[config.mk]
export PLATFORM = sky130hd
export DESIGN_NAME = tbd_top
export DESIGN_NICKNAME = d
export VERILOG_FILES = /design/src/inc/tbd_pkg.sv /design/src/rtl/tbd_top.sv
export SDC_FILE = /design/constraint.sdc
export NUM_CORES = 1
export LEC_CHECK = 0
export ABC_CLOCK_PERIOD_IN_PS = 7100
export BUFFER_PORTS_ARGS = -buffer_cell sky130_fd_sc_hd__buf_4
export CAP_MARGIN = 0
export CORE_AREA = 4 4 91 93
export CTS_CLUSTER_SIZE = 12
export DETAILED_ROUTE_END_ITERATION = 8
export DIE_AREA = 0 0 95 97
export GPL_ROUTABILITY_DRIVEN = 1
export PLACE_DENSITY = 0.63
export SKIP_CTS_REPAIR_TIMING = 1
export SLEW_MARGIN = 30
export SYNTH_ARGS = -nofsm -noshare
export SYNTH_HDL_FRONTEND = slang
export SYNTH_SLANG_ARGS = --single-unit
[constraint.sdc]
create_clock -name ref_clk_in -period 7.1 [get_ports ref_clk_in]
set_clock_uncertainty 0.05 [all_clocks]
set_input_delay 1.775 -clock ref_clk_in [delete_from_list [all_inputs] [get_ports ref_clk_in]]
set_output_delay 1.775 -clock ref_clk_in [all_outputs]
set_load 0.02 [all_outputs]
[src/inc/tbd_pkg.sv]
/*
 * Package for the time base and buzzer divider: register offsets, field positions,
 * reset values and prescaler tap positions.
 * Assumes the prescaler is clocked directly by the core clock, treated as fc.
 */
package tbd_pkg;
	localparam int unsigned ADDR_W       = 4;
	localparam int unsigned DATA_W       = 8;
	localparam int unsigned DIV_W        = 24;
	localparam int unsigned TAP_W        = 5;

	localparam logic [3:0] OFS_TICK_CTRL = 4'h0;
	localparam logic [3:0] OFS_CONFIG    = 4'h1;
	localparam logic [3:0] OFS_STATUS    = 4'h2;
	localparam logic [3:0] OFS_MASK      = 4'h3;

	localparam int unsigned TICK_SEL_LSB = 0;
	localparam int unsigned TICK_EN_BIT  = 3;
	localparam int unsigned RSVD_BIT     = 4;
	localparam int unsigned BUZ_SEL_LSB  = 5;
	localparam int unsigned BUZ_EN_BIT   = 7;
	localparam int unsigned HALF_BIT     = 0;
	localparam int unsigned TICK_EV_BIT  = 0;

	localparam logic [7:0] CTRL_RST      = 8'h00;
	localparam logic [7:0] CTRL_WR_MASK  = 8'hef;
	localparam logic       HALF_RST      = 1'b0;
	localparam logic       STATUS_RST    = 1'b0;
	localparam logic       MASK_RST      = 1'b0;
	localparam logic [23:0] DIV_RST      = 24'h000000;

	// Divider bit whose falling edge ends one period of fc/2^(bit+1)
	localparam logic [4:0] TICK_TAP0     = 5'h16;
	localparam logic [4:0] TICK_TAP1     = 5'h14;
	localparam logic [4:0] TICK_TAP2     = 5'h0f;
	localparam logic [4:0] TICK_TAP3     = 5'h0d;
	localparam logic [4:0] TICK_TAP4     = 5'h0c;
	localparam logic [4:0] TICK_TAP5     = 5'h0b;
	localparam logic [4:0] TICK_TAP6     = 5'h0a;
	localparam logic [4:0] TICK_TAP7     = 5'h08;
	localparam logic [4:0] BUZ_TAP0      = 5'h0c;
	localparam logic [4:0] BUZ_TAP1      = 5'h0b;
	localparam logic [4:0] BUZ_TAP2      = 5'h0a;
	localparam logic [4:0] BUZ_TAP3      = 5'h09;

	typedef struct packed {
		logic [23:0] div;
		logic [7:0]  ctrl;
		logic        half;
		logic        status;
		logic        mask;
		logic [7:0]  rdata;
		logic        irq;
		logic        buz_n;
	} tbd_state_s;
endpackage : tbd_pkg

[src/rtl/tbd_top.sv]
/*
 * Time base tick generator and buzzer square-wave divider with register port.
 * Assumes one clock (fc) and a simple one-cycle strobe register master.
 */
// Overview of operation
// - Tick event on first and every later falling edge of selected tap after enable.
// - Enabling does not clear the prescaler; first tick may come early.
// - Three-bit tick rate picks one of eight taps; higher code is faster.
// - Half-rate option halves every tick and buzzer rate.
// - Control register: rate select bits 2..0, tick enable bit 3.
// - Enabled buzzer drives about 50% duty square wave on active-low pin.
`timescale 1ns/1ps
module tbd_top (
	input  wire logic                      ref_clk_in,
	input  wire logic                      rst_in,
	input  wire logic [tbd_pkg::ADDR_W-1:0] addr_in,
	input  wire logic [tbd_pkg::DATA_W-1:0] wr_data_in,
	input  wire logic                      wr_en_in,
	input  wire logic                      rd_en_in,
	output logic      [tbd_pkg::DATA_W-1:0] rd_data_out,
	output logic                           irq_out,
	output logic                           buzzer_out_n_out
);
	import tbd_pkg::*;

	tbd_state_s s_q;
	tbd_state_s s_d;

	function automatic logic [TAP_W-1:0] tick_tap(input logic [2:0] sel, input logic half);
		logic [TAP_W-1:0] t;
		case (sel)
			3'h0: t = TICK_TAP0;
			3'h1: t = TICK_TAP1;
			3'h2: t = TICK_TAP2;
			3'h3: t = TICK_TAP3;
			3'h4: t = TICK_TAP4;
			3'h5: t = TICK_TAP5;
			3'h6: t = TICK_TAP6;
			default: t = TICK_TAP7;
		endcase
		return t + TAP_W'(half);
	endfunction : tick_tap

	function automatic logic [TAP_W-1:0] buz_tap(input logic [1:0] sel, input logic half);
		logic [TAP_W-1:0] t;
		case (sel)
			2'h0: t = BUZ_TAP0;
			2'h1: t = BUZ_TAP1;
			2'h2: t = BUZ_TAP2;
			default: t = BUZ_TAP3;
		endcase
		return t + TAP_W'(half);
	endfunction : buz_tap

	logic [TAP_W-1:0] t_tap;
	logic [TAP_W-1:0] b_tap;
	logic             tick_fall;
	logic             wr_ctrl;
	logic             wr_cfg;
	logic             wr_stat;
	logic             wr_mask;

	always_comb begin
		s_d = s_q;
		wr_ctrl = wr_en_in && (addr_in == OFS_TICK_CTRL);
		wr_cfg  = wr_en_in && (addr_in == OFS_CONFIG);
		wr_stat = wr_en_in && (addr_in == OFS_STATUS);
		wr_mask = wr_en_in && (addr_in == OFS_MASK);

		// Never cleared by software, so taps stay phase-locked to reset
		s_d.div = s_q.div + DIV_W'(1);

		t_tap = tick_tap(s_q.ctrl[TICK_SEL_LSB +: 3], s_q.half);
		b_tap = buz_tap(s_q.ctrl[BUZ_SEL_LSB +: 2], s_q.half);
		// Edge taken from current and next count, so a same-write rate change cannot fake a fall
		tick_fall = s_q.ctrl[TICK_EN_BIT] && s_q.div[t_tap] && !s_d.div[t_tap];

		if (wr_ctrl) begin
			// Bit 4 is held at zero whatever is written
			s_d.ctrl = wr_data_in & CTRL_WR_MASK;
		end
		if (wr_cfg) begin
			s_d.half = wr_data_in[HALF_BIT];
		end
		if (wr_mask) begin
			s_d.mask = wr_data_in[TICK_EV_BIT];
		end
		if (wr_stat && wr_data_in[TICK_EV_BIT]) begin
			s_d.status = 1'b0;
		end
		// Set beats a simultaneous clear
		if (tick_fall) begin
			s_d.status = 1'b1;
		end
		s_d.irq = s_d.status && s_d.mask;

		// Idle level high: inactive on the active-low pin
		s_d.buz_n = s_q.ctrl[BUZ_EN_BIT] ? s_q.div[b_tap] : 1'b1;

		s_d.rdata = '0;
		if (rd_en_in) begin
			case (addr_in)
				OFS_TICK_CTRL: s_d.rdata = s_q.ctrl;
				OFS_CONFIG:    s_d.rdata = {7'h00, s_q.half};
				OFS_STATUS:    s_d.rdata = {7'h00, s_q.status};
				OFS_MASK:      s_d.rdata = {7'h00, s_q.mask};
				default:       s_d.rdata = '0;
			endcase
		end
	end

	always_ff @(posedge ref_clk_in or posedge rst_in) begin
		if (rst_in) begin
			s_q.div    <= DIV_RST;
			s_q.ctrl   <= CTRL_RST;
			s_q.half   <= HALF_RST;
			s_q.status <= STATUS_RST;
			s_q.mask   <= MASK_RST;
			s_q.rdata  <= 8'h00;
			s_q.irq    <= 1'b0;
			s_q.buz_n  <= 1'b1;
		end else begin
			s_q <= s_d;
		end
	end

	assign rd_data_out      = s_q.rdata;
	assign irq_out          = s_q.irq;
	assign buzzer_out_n_out = s_q.buz_n;
endmodule : tbd_top

After elaboration in Yosys (flattened, before gate mapping)
Cells that the tools add are included.
Storage, ports and cells
  register bits after elaboration: 44
  output and inout bits: 10
  logic and storage cells: 50
Operators by class
  add/subtract/negate cells: 3
  order comparisons: 2
  equal/unequal tests: 11
  muxes and demuxes: 14
  reduce and logical (&&, ||, !) cells: 12
Operators by type and width (number)
  $pmux 5 s7: 1
  $pmux 8 s4: 1
  $add 24x1->24 const B: 1
  $bmux 1 s5: 3
  $lt 5x6->1 const B: 2
  $add 5x1->5: 2
  $eq 3x3->1 const B: 3
  $pmux 3 s3: 1
  $eq 4x2->1 const B: 2
  $logic_and 1x1->1: 8
  $mux 8: 1
  $mux 1: 7
  $eq 3x2->1 const B: 2
  $eq 4x1->1 const B: 1
  $logic_not 4->1: 1
  $eq 3x1->1 const B: 1
  $logic_not 3->1: 1
  $eq 2x1->1 const B: 1
  $eq 2x2->1 const B: 1
  $logic_not 2->1: 1
  $logic_not 1->1: 1

Depth between registers and ports, before layout
Gate-level depths: netlist of run 1.
  depth after elaboration: 9
  mapped depth: 14
  depth with buffers taken out: 12

Worst setup path after synthesis of run 1
OpenSTA, ideal clock, no wires.
  kind: input-to-reg
  start point: in addr_in[3] (netlist bit)
  end point: reg s_q (netlist bit irq_out)
  setup time: 0.133 ns
  arrival time: 3.361 ns
  data required time: 6.917 ns
  setup slack: 3.555 ns
  cell stages on the path: 7
  cell sequence: or3b_2 > o31ai_1 > and3b_1 > o41ai_1 > a311o_1 > a311oi_2 > nor3b_1
RTL lines
  start, declared: line tbd_top.sv:16  | input wire logic [tbd_pkg::ADDR_W-1:0] addr_in,
  end, declared: line tbd_top.sv:26  | tbd_state_s s_q;

==> results of run 1 <==
## cell usage in the layout, fill, tap and decap left out, types with 5 or more instances in the layout
cell type	count
dfrtp_1	42
buf_4	24
nand2_1	21
nand3_1	13
nor2_1	13
xnor2_1	12
mux4_2	12
inv_1	11
nor4_1	10
mux2_2	10
ha_1	10
o21ai_0	9
xor2_1	9
nand4_1	7
mux2i_1	7
nor3_1	6
and2_1	6
nor2b_1	5
clkbuf_8	5
## power groups by stage
stage	combinational, mW	sequential (mW)	clock [mW]
final	0.336	0.283	0.192
after CTS	0.341	0.283	0.198
after global routing	0.376	0.286	0.206
after global placement	0.330	0.287	0
after floorplan	0.269	0.282	0
after detailed placement	0.339	0.288	0
## flip-flops by register name, summed over array words and instances, names as in the netlist
signal,cells
s_q,34
irq_out,1
buzzer_out_n_out,1
rd_data_out,7
## final cells by class
class / instances / share of cell area, %
multi-input combinational: 209 / 52.4
sequential: 43 / 33.2
timing repair buffer: 24 / 5.55
tap: 102 / 3.93
clock buffer: 5 / 2.12
inverter: 12 / 1.39
clock inverter: 3 / 1.35
## cell families (layout without fill, tap and decap cells)
| kind of cell | after synthesis | after routing | share of synthesized area [%] |
|---|---|---|---|
| adder cells (fa/ha/maj) | 11 | 11 | 4.91 |
| multiplexers | 29 | 29 | 15.3 |
| flip-flops | 43 | 43 | 36.4 |
| AO/OA/AOI/OAI | 43 | 43 | 11.0 |
| XOR/XNOR | 22 | 22 | 6.77 |
| buffers and inverters | 39 | 44 | 6.01 |
| AND/OR/NAND/NOR | 103 | 103 | 19.5 |
| other | 1 | 1 | 0.127 |
## per-layer routing
metal	share of wire, %	track usage [%]	vias up
li1	-	-	1070
met1	47	21.1	1117
met2	48	23.7	47
met3	4.2	2.72	9
met4	1.2	3.55	0
met5	0	0	-
## per-stage QoR
stage	util [%]	area, sq um
2_1_floorplan	-	2960
3_3_place_gp	41.6	3130
3_5_place_dp	41.6	3130
4_1_cts	43.1	3240
5_1_grt	43.1	3240
6_report	43.1	3240
## final timing paths
path / from / to / slack (ns) / cells after the start
hold / removal: s_q[20]$_DFFE_PP0P_ / buzzer_out_n_out$_DFF_PP1_ / 0.38 / 1
min in group asynchronous: rst_in / s_q[42]$_DFF_PP0_ / 1.55 / 3
setup / recovery: addr_in[3] / irq_out$_DFF_PP0_ / 3.46 / 8
max in group asynchronous: rst_in / s_q[25]$_DFF_PP0_ / 5.07 / 3
hold reg to reg: s_q[20]$_DFFE_PP0P_ / buzzer_out_n_out$_DFF_PP1_ / 0.38 / 1
setup reg to reg: s_q[15]$_DFFE_PP0P_ / irq_out$_DFF_PP0_ / 3.57 / 11
==> results by group, run 1 <==
Logic synthesis
  • Post-Syn Area: between 2000 and 3000 sq um
  • Synth area leaders: dfrtp_1 36%, mux4_2 9.1%, ha_1 4.2%
  • Synth Instances: 291
  • Synth unique cells: 62
  • EDFF count, synth: 0
  • Post-synth ARST share: between 90% and 100%
  • Syn_area_per_cell: between 10 and 15 sq um
  • Yosys reg bits: 43
  • Main synth FF type: dfrtp_1
  • Syn_nets: 318
  • Ys Warns: 0
  • Count leader, synth: dfrtp_1
  • Sequential area share after synthesis: between 30 and 40%
  • Largest area contributor in the synthesized netlist: dfrtp_1
  • Yosys top cell area share: between 30 and 40%
  • Most frequent cells after synthesis: 42 x dfrtp_1, 21 x nand2_1, 16 x clkbuf_1

Layout
  • ANT cells: 0
  • Non-Filler Instances: just under 400
  • Multi-input gate area: 1700 sq um
  • P&R area growth vs syn: 9.73%
  • Nets: 322
  • Fill cell count: 736
  • FF/Latch Area: between 1000 and 1500 sq um
  • Proportion of layout cells with a drive suffix above 1: a little over a fifth

Critical path
  • Max stage delay on crit path: about 0.47 ns
  • Critical-path maximum fanout: 3
  • Critical Path, Cell by Cell: buf_4 > or3b_2 > o31ai_1 > and3b_1 > o41ai_1 > a311o_1 > a311oi_2 > nor3b_1
  • Buf/Inv on CP: 1
  • Crit path DAT: roughly 3.8 ns
  • Worst Path Required: just over 7 ns
  • Setup crit end kind: flop
  • CP delay by family, top: compound AO/OA/AOI/OAI gates
  • Crit path launch type: input pin
  • Critical path class: input pin to flop
  • Slowest CP cell: or3b_2

Timing
  • Period minus WS final: 3.64 ns
  • Final Hold Vio Count: 0
  • Worst Tran Pin Value: roughly 0.89 ns
  • Post-route setup slack: 3.46 ns
  • Slew Viols, Final: 0
  • Fmax: roughly 0.27 GHz
  • Tcrit/Tclk final: ~51%
  • TNS Setup: 0 ns
  • Slew headroom: between 40% and 50%
  • Setup-failing EPs final: 0
  • RSZ-0062 raised after global routing: no
  • Worst hold margin: ~0.38 ns

Status
  • Status: complete, no violations

Die
  • Total die area: between 9000 and 10000 sq um
  • Die W: between 90 and 100 um
  • Die Ht: between 90 and 100 um
  • IO Count: 26
  • Rows: 32
  • Initial core utilization: about two fifths
  • Placeable Area: between 7000 and 8000 sq um

Power
  • Leakage power: approximately 1.4 nW
  • Power share of the combinational group: between 40 and 50%
  • Int Pwr: approximately 0.52 mW
  • Max IR drop VDD: roughly 0.0001 V
  • Pwr Density: approximately 250 nW/um^2
  • Clock Power Share: between 20% and 30%
  • Switch share: approximately 36%
  • Post-layout total power: 0.810 mW
  • Flop pwr share: 34.9%
  • Sw Pwr: 0.295 mW

Placed design
  • Placed Cells: 390
  • Post-detail-place hpwl: ~4700 um
  • Input/output buffers: 23
  • GP Congestion: around 0.89
  • Pre-CTS setup slack: approximately 3.2 ns

Clock network
  • Clk Latency, worst-skew pair: roughly 0.3 ns
  • Num Clock Sinks: 43
  • CTS tree: built
  • Inserted Clock Buffers: 5
  • Root buffer cell: clkbuf_8
  • Worst-path clk slew: 0.09 ns
  • Max clock buf depth: 2
  • H-Tree Depth: 2

Route
  • DR pass1 iterations: 4
  • Routed WL: between 6000 and 7000 um
  • Post-detailed-route wirelength per cell: around 16 um
  • Number of vias per cell: around 5.6
  • ANT nets after route: 0
  • Drt drc: 0
  • DRT iter0 DRCs: around 120
  • Detailed-route via count: roughly 2200

Global routing
  • Vias in the first global route: approximately 2200
  • First-pass GRT wire length: roughly 11000 um
  • Largest net degree at the start of global routing: 44
  • Remaining Overflow, GRT: 0
  • Antenna violations before repair: 0
  • GRT Util Overall: between 10% and 20%

Min path
  • HP Class: flop to flop

Job
  • Max cap viols: 0
Note: power is estimated with default switching activity, not from simulation.
==> run 2, diff against run 1 <==
Settings changed: ABC_CLOCK_PERIOD_IN_PS 7100 to 3600.
Clock period 7.1 ns to 3.6 ns, I/O delays scaled along.
==> results by group, run 2 (synthesis gave the netlist of run 1 again) <==
Timing
  • RSZ-0062 raised after global routing: no
  • Final Hold Vio Count: 0
  • Slew Viols, Final: 0
  • Post-route setup slack: about 0.3 ns
  • Fmax: 0.303 GHz
  • Worst Tran Pin Value: between 0.6 and 0.7 ns
  • Period minus WS final: around 3.3 ns
  • Setup-failing EPs final: 0
  • Tcrit/Tclk final: between 90% and 100%
  • Slew headroom: 54.8%
  • Worst hold margin: roughly 0.36 ns
  • TNS Setup: 0 ns

Die
  • Die W: ~95 um
  • Total die area: between 9000 and 10000 sq um
  • Placeable Area: ~7500 sq um
  • IO Count: 26
  • Rows: 32
  • Die Ht: 97 um
  • Initial core utilization: between 30% and 40%

Clock network
  • Inserted Clock Buffers: 5
  • Clk Latency, worst-skew pair: between 0.3 and 0.4 ns
  • Worst-path clk slew: about 0.090 ns
  • Max clock buf depth: 2
  • CTS tree: built
  • Num Clock Sinks: between 40 and 50
  • Root buffer cell: clkbuf_8
  • H-Tree Depth: 2

Layout
  • P&R area growth vs syn: 10.9%
  • Proportion of layout cells with a drive suffix above 1: 23.8%
  • Largest register FFs: 34
  • Fill cell count: 754
  • Largest register by flop count: s_q
  • Most frequent cells in the layout: 42 x dfrtp_1, 31 x buf_4, 21 x nand2_1, 13 x nand3_1, 13 x nor2_1
  • Layout Utilization: approximately 44%
  • ANT cells: 0
  • Finished Cell Area: 3280 sq um
  • Nets: roughly 330
  • Commonest non-fill, non-tap cell in the layout: dfrtp_1

Global routing
  • GRT Util Overall: between 10% and 20%
  • Remaining Overflow, GRT: 0
  • Antenna violations before repair: 0
  • First-pass GRT wire length: between 10000 and 15000 um
  • Largest net degree at the start of global routing: 28
  • Vias in the first global route: between 2000 and 2500
  • Met1 Use GR: between 20 and 25%
  • GR peak layer: met2
  • Grt met3 use: under 10%
  • GR Util met2: 25.1%

Placed design
  • Total placed instance area: between 3000 and 4000 sq um
  • Input/output buffers: 23
  • Post-detail-place hpwl: between 5000 and 6000 um
  • Pre-CTS setup slack: 0.297 ns
  • GP Congestion: between 0.8 and 0.9

Critical path
  • Setup crit end kind: flop
  • Capturing point of the worst reg2reg path: buzzer_out_n_out$_DFF_PP1_
  • Worst r2r src: s_q[19]$_DFFE_PP0P_
  • Crit path launch type: flop
  • Flop2flop setup slack: ~0.3 ns
  • Critical path class: flop to flop
  • Crit path launch: s_q[19]$_DFFE_PP0P_
  • Crit path DAT: about 3.5 ns
  • Critical-path maximum fanout: 5
  • Worst Reg-to-Reg Cells: 9
  • Worst Path Required: ~3.8 ns

Route
  • DRT iter0 DRCs: approximately 100
  • ANT nets after route: 0
  • DR pass1 iterations: 4
  • Number of vias per cell: roughly 5.7
  • Drt drc: 0
  • Routed WL: 6540 um
  • Post-detailed-route wirelength per cell: between 15 and 20 um
  • Detailed-route via count: between 2000 and 2500

Min path
  • Hold Path Sink: buzzer_out_n_out$_DFF_PP1_
  • Hold depth: 1
  • HP Start: s_q[20]$_DFFE_PP0P_
  • HP Class: flop to flop

Power
  • Max IR drop VDD: around 0.00018 V
  • Leakage power: approximately 1.4 nW
  • Pwr Density: ~490 nW/um^2

Job
  • Max cap viols: 0

Status
  • Status: complete, no violations
## run 2: cell count changes in the layout (fill, tap and decap cells not counted), sizes merged
cell      before  now
buf           24   31
bufinv         1    0
clkinvlp       0    1
## run 2: power by group
part           switching, mW  total (mW)  leakage [nW]  internal (mW)
combinational          0.384       0.714         0.792          0.330
sequential            0.0399       0.559         0.566          0.520
clock                  0.179       0.318        0.0443          0.139
## run 2: cell type report
| cell class | instances | area (sq um) | share of cell area, % |
|---|---|---|---|
| Tap cell | 102 | 128 | 3.89 |
| Inverter | 12 | 45.0 | 1.37 |
| Timing Repair Buffer | 31 | 233 | 7.10 |
| Clock inverter | 3 | 25.0 | 0.763 |
| Clock buffer | 5 | 68.8 | 2.10 |
| Multi-Input combinational cell | 209 | 1700 | 51.9 |
| Sequential cell | 43 | 1080 | 32.9 |
## run 2: how the worst max path moves through the flow
| stage | end | slack [ns] | depth (start not counted) |
|---|---|---|---|
| 3_5_place_dp | buzzer_out_n_out$_DFF_PP1_ | 0.30 | 9 |
| 6_report | buzzer_out_n_out$_DFF_PP1_ | 0.30 | 9 |
| 2_1_floorplan | buzzer_out_n_out$_DFF_PP1_ | 0.37 | 10 |
| 3_3_place_gp | buzzer_out_n_out$_DFF_PP1_ | 0.34 | 9 |
| 5_1_grt | buzzer_out_n_out$_DFF_PP1_ | 0.15 | 9 |
| 4_1_cts | buzzer_out_n_out$_DFF_PP1_ | 0.29 | 9 |
## run 2: stage by stage
stage,cells,power (mW)
6_report,405,1.59
5_1_grt,405,1.69
4_1_cts,405,1.61
3_5_place_dp,397,1.29
3_3_place_gp,397,1.26
2_1_floorplan,291,1.09
## run 2: worst max-delay path: stages (launching register included)
cell and delay, ns:
dfrtp_1 0.38, inv_1 0.11, ha_1 0.19, or2_2 0.29, ha_1 0.22, fa_1 0.72
mux4_2 0.57, mux4_2 0.47, o21ai_0 0.18, nand2_1 0.07
## run 2: routing by layer
metal / wire length (um) / share of wire (%)
met2: 3220 / 49
met5: 0 / 0
met4: 68 / 1.0
met3: 304 / 4.6
met1: 2950 / 45
==> run 3, diff against run 2 <==
Settings changed: CELL_PAD_IN_SITES_DETAIL_PLACEMENT set to 0, CELL_PAD_IN_SITES_GLOBAL_PLACEMENT set to 1, CORE_AREA 4 4 91 93 to 4 4 97 99, CTS_CLUSTER_DIAMETER set to 30, DIE_AREA 0 0 95 97 to 0 0 101 103, PLACE_DENSITY 0.63 to 0.68.
==> results by group, run 3 (synthesis gave the netlist of run 1 again) <==
Power
  • Pwr Density: 504 nW/um^2
  • Int Pwr: 1.07 mW
  • Power share of the combinational group: between 40% and 50%
  • Flop pwr share: between 30% and 40%
  • Leakage power: approximately 1.4 nW
  • Clock Power Share: 23.6%
  • Max IR drop VDD: 0.000161 V
  • Post-layout total power: 1.67 mW
  • Switch share: around 36%
  • Sw Pwr: ~0.6 mW

Critical path
  • Max stage delay on crit path: ~0.7 ns
  • Critical Path, Cell by Cell: inv_1 > ha_1 > or2_2 > ha_1 > fa_1 > mux4_2 > mux4_2 > o21ai_0 > nand2_1
  • Crit path launch: s_q[19]$_DFFE_PP0P_
  • CP delay by family, top: adder cells
  • Worst r2r src: s_q[19]$_DFFE_PP0P_
  • Crit path DAT: 3.49 ns
  • Worst Path Required: between 3 and 4 ns
  • Crit path launch type: flop
  • Capturing point of the worst reg2reg path: buzzer_out_n_out$_DFF_PP1_
  • Worst path depth: 9
  • Flop2flop setup slack: ~0.29 ns
  • Critical path class: flop to flop
  • Worst Reg-to-Reg Cells: 9
  • Setup crit end kind: flop
  • Critical-path maximum fanout: 5
  • CP endpoint: buzzer_out_n_out$_DFF_PP1_
  • Buf/Inv on CP: 1
  • Slowest CP cell: fa_1

Layout
  • Non-Filler Instances: about 410
  • Multi-input gate area: about 1700 sq um
  • FF/Latch Area: between 1000 and 1500 sq um
  • Nets: 329
  • Commonest non-fill, non-tap cell in the layout: dfrtp_1
  • Layout Utilization: 38.7%
  • Largest register by flop count: s_q
  • P&R area growth vs syn: 12.0%
  • Most frequent cells in the layout: 42 x dfrtp_1, 31 x buf_4, 21 x nand2_1, 13 x nand3_1, 13 x nor2_1
  • ANT cells: 0
  • Largest register FFs: 34
  • Proportion of layout cells with a drive suffix above 1: 24.1%
  • Fill cell count: 842

Clock network
  • Clk Latency, worst-skew pair: 0.30 ns
  • Worst-path clk slew: 0.08 ns
  • H-Tree Depth: 2
  • CTS tree: built
  • Num Clock Sinks: between 40 and 50
  • Inserted Clock Buffers: 5
  • Max clock buf depth: 2
  • Root buffer cell: clkbuf_8

Global routing
  • Grt met3 use: 2.98%
  • Vias in the first global route: ~2200
  • Met1 Use GR: a little under a fifth
  • First-pass GRT wire length: about 11000 um
  • Antenna violations before repair: 0
  • GRT Util Overall: about 14%
  • GR peak layer: met2
  • Largest net degree at the start of global routing: 23
  • Remaining Overflow, GRT: 0
  • GR Util met2: 21.8%

Timing
  • Slew Viols, Final: 0
  • RSZ-0062 raised after global routing: no
  • TNS Setup: 0 ns
  • Setup-failing EPs final: 0
  • Slew headroom: roughly 47%
  • Worst Tran Pin Value: roughly 0.79 ns
  • Final Hold Vio Count: 0
  • Period minus WS final: between 3 and 4 ns
  • Fmax: just over 0.3 GHz
  • Tcrit/Tclk final: between 90% and 100%
  • Worst hold margin: about 0.39 ns

Placed design
  • Post-detail-place hpwl: about 5000 um
  • Input/output buffers: 23
  • Placed Cells: 403
  • GP Congestion: between 0.7 and 0.8

Status
  • Status: complete, no violations

Die
  • Die W: around 100 um
  • Die Ht: slightly above 100 um
  • IO Count: 26
  • Total die area: about 10000 sq um
  • Placeable Area: 8550 sq um
  • Initial core utilization: 34.6%
  • Rows: 34

Job
  • Max cap viols: 0

Route
  • Number of vias per cell: roughly 5.4
  • Routed WL: between 6000 and 7000 um
  • ANT nets after route: 0
  • DRT iter0 DRCs: 86
  • Drt drc: 0
  • Detailed-route via count: 2236
  • DR pass1 iterations: 4
  • Post-detailed-route wirelength per cell: ~16 um

Min path
  • HP Class: flop to flop
-- run 3: cell count changes in the layout (fill, tap and decap cells not counted), sizes merged --
cell / change
bufinv: +1
clkbuf: +1
clkinv: -1
clkinvlp: -1
-- run 3: area by class of cell --
class	instances	share of cell area (%)
Clock inverter	2	1.06
Inverter	12	1.36
Tap cell	108	4.08
Sequential cell	43	32.5
Multi-Input combinational cell	209	51.5
Timing Repair Buffer	31	7.03
Clock buffer	6	2.49
-- run 3: worst min path at each step --
stage	startpoint	to	slack [ns]	cells past startpoint
detailed placement	s_q[20]$_DFFE_PP0P_	buzzer_out_n_out$_DFF_PP1_	0.38	1
CTS	s_q[20]$_DFFE_PP0P_	buzzer_out_n_out$_DFF_PP1_	0.39	1
global placement	s_q[20]$_DFFE_PP0P_	buzzer_out_n_out$_DFF_PP1_	0.36	1
global route	s_q[20]$_DFFE_PP0P_	buzzer_out_n_out$_DFF_PP1_	0.41	1
floorplan	s_q[20]$_DFFE_PP0P_	buzzer_out_n_out$_DFF_PP1_	0.33	1
finish	s_q[20]$_DFFE_PP0P_	buzzer_out_n_out$_DFF_PP1_	0.39	1
-- run 3: metal layers --
| layer | routed length, um | up-vias | part of all wire [%] |
|---|---|---|---|
| met5 | 0 | - | 0 |
| met4 | 134 | 0 | 2.0 |
| met3 | 260 | 10 | 3.8 |
| met2 | 3200 | 41 | 47 |
| met1 | 3180 | 1099 | 47 |
| li1 | - | 1086 | - |
-- run 3: power groups by stage --
| stage | clock network [mW] | registers [mW] | logic, mW |
|---|---|---|---|
| after floorplan | 0 | 0.555 | 0.531 |
| after global placement | 0 | 0.565 | 0.710 |
| after detailed placement | 0 | 0.568 | 0.718 |
| after CTS | 0.413 | 0.558 | 0.722 |
| after global routing | 0.438 | 0.563 | 0.798 |
| final | 0.394 | 0.559 | 0.717 |
-- run 3: metrics by stage --
step                      cell area, sq um  worst slack, ns
final                                 3310            0.288
after global routing                  3310           0.0380
after CTS                             3310            0.261
after detailed placement              3190            0.266
after global placement                3190            0.324
after floorplan                       2960            0.374
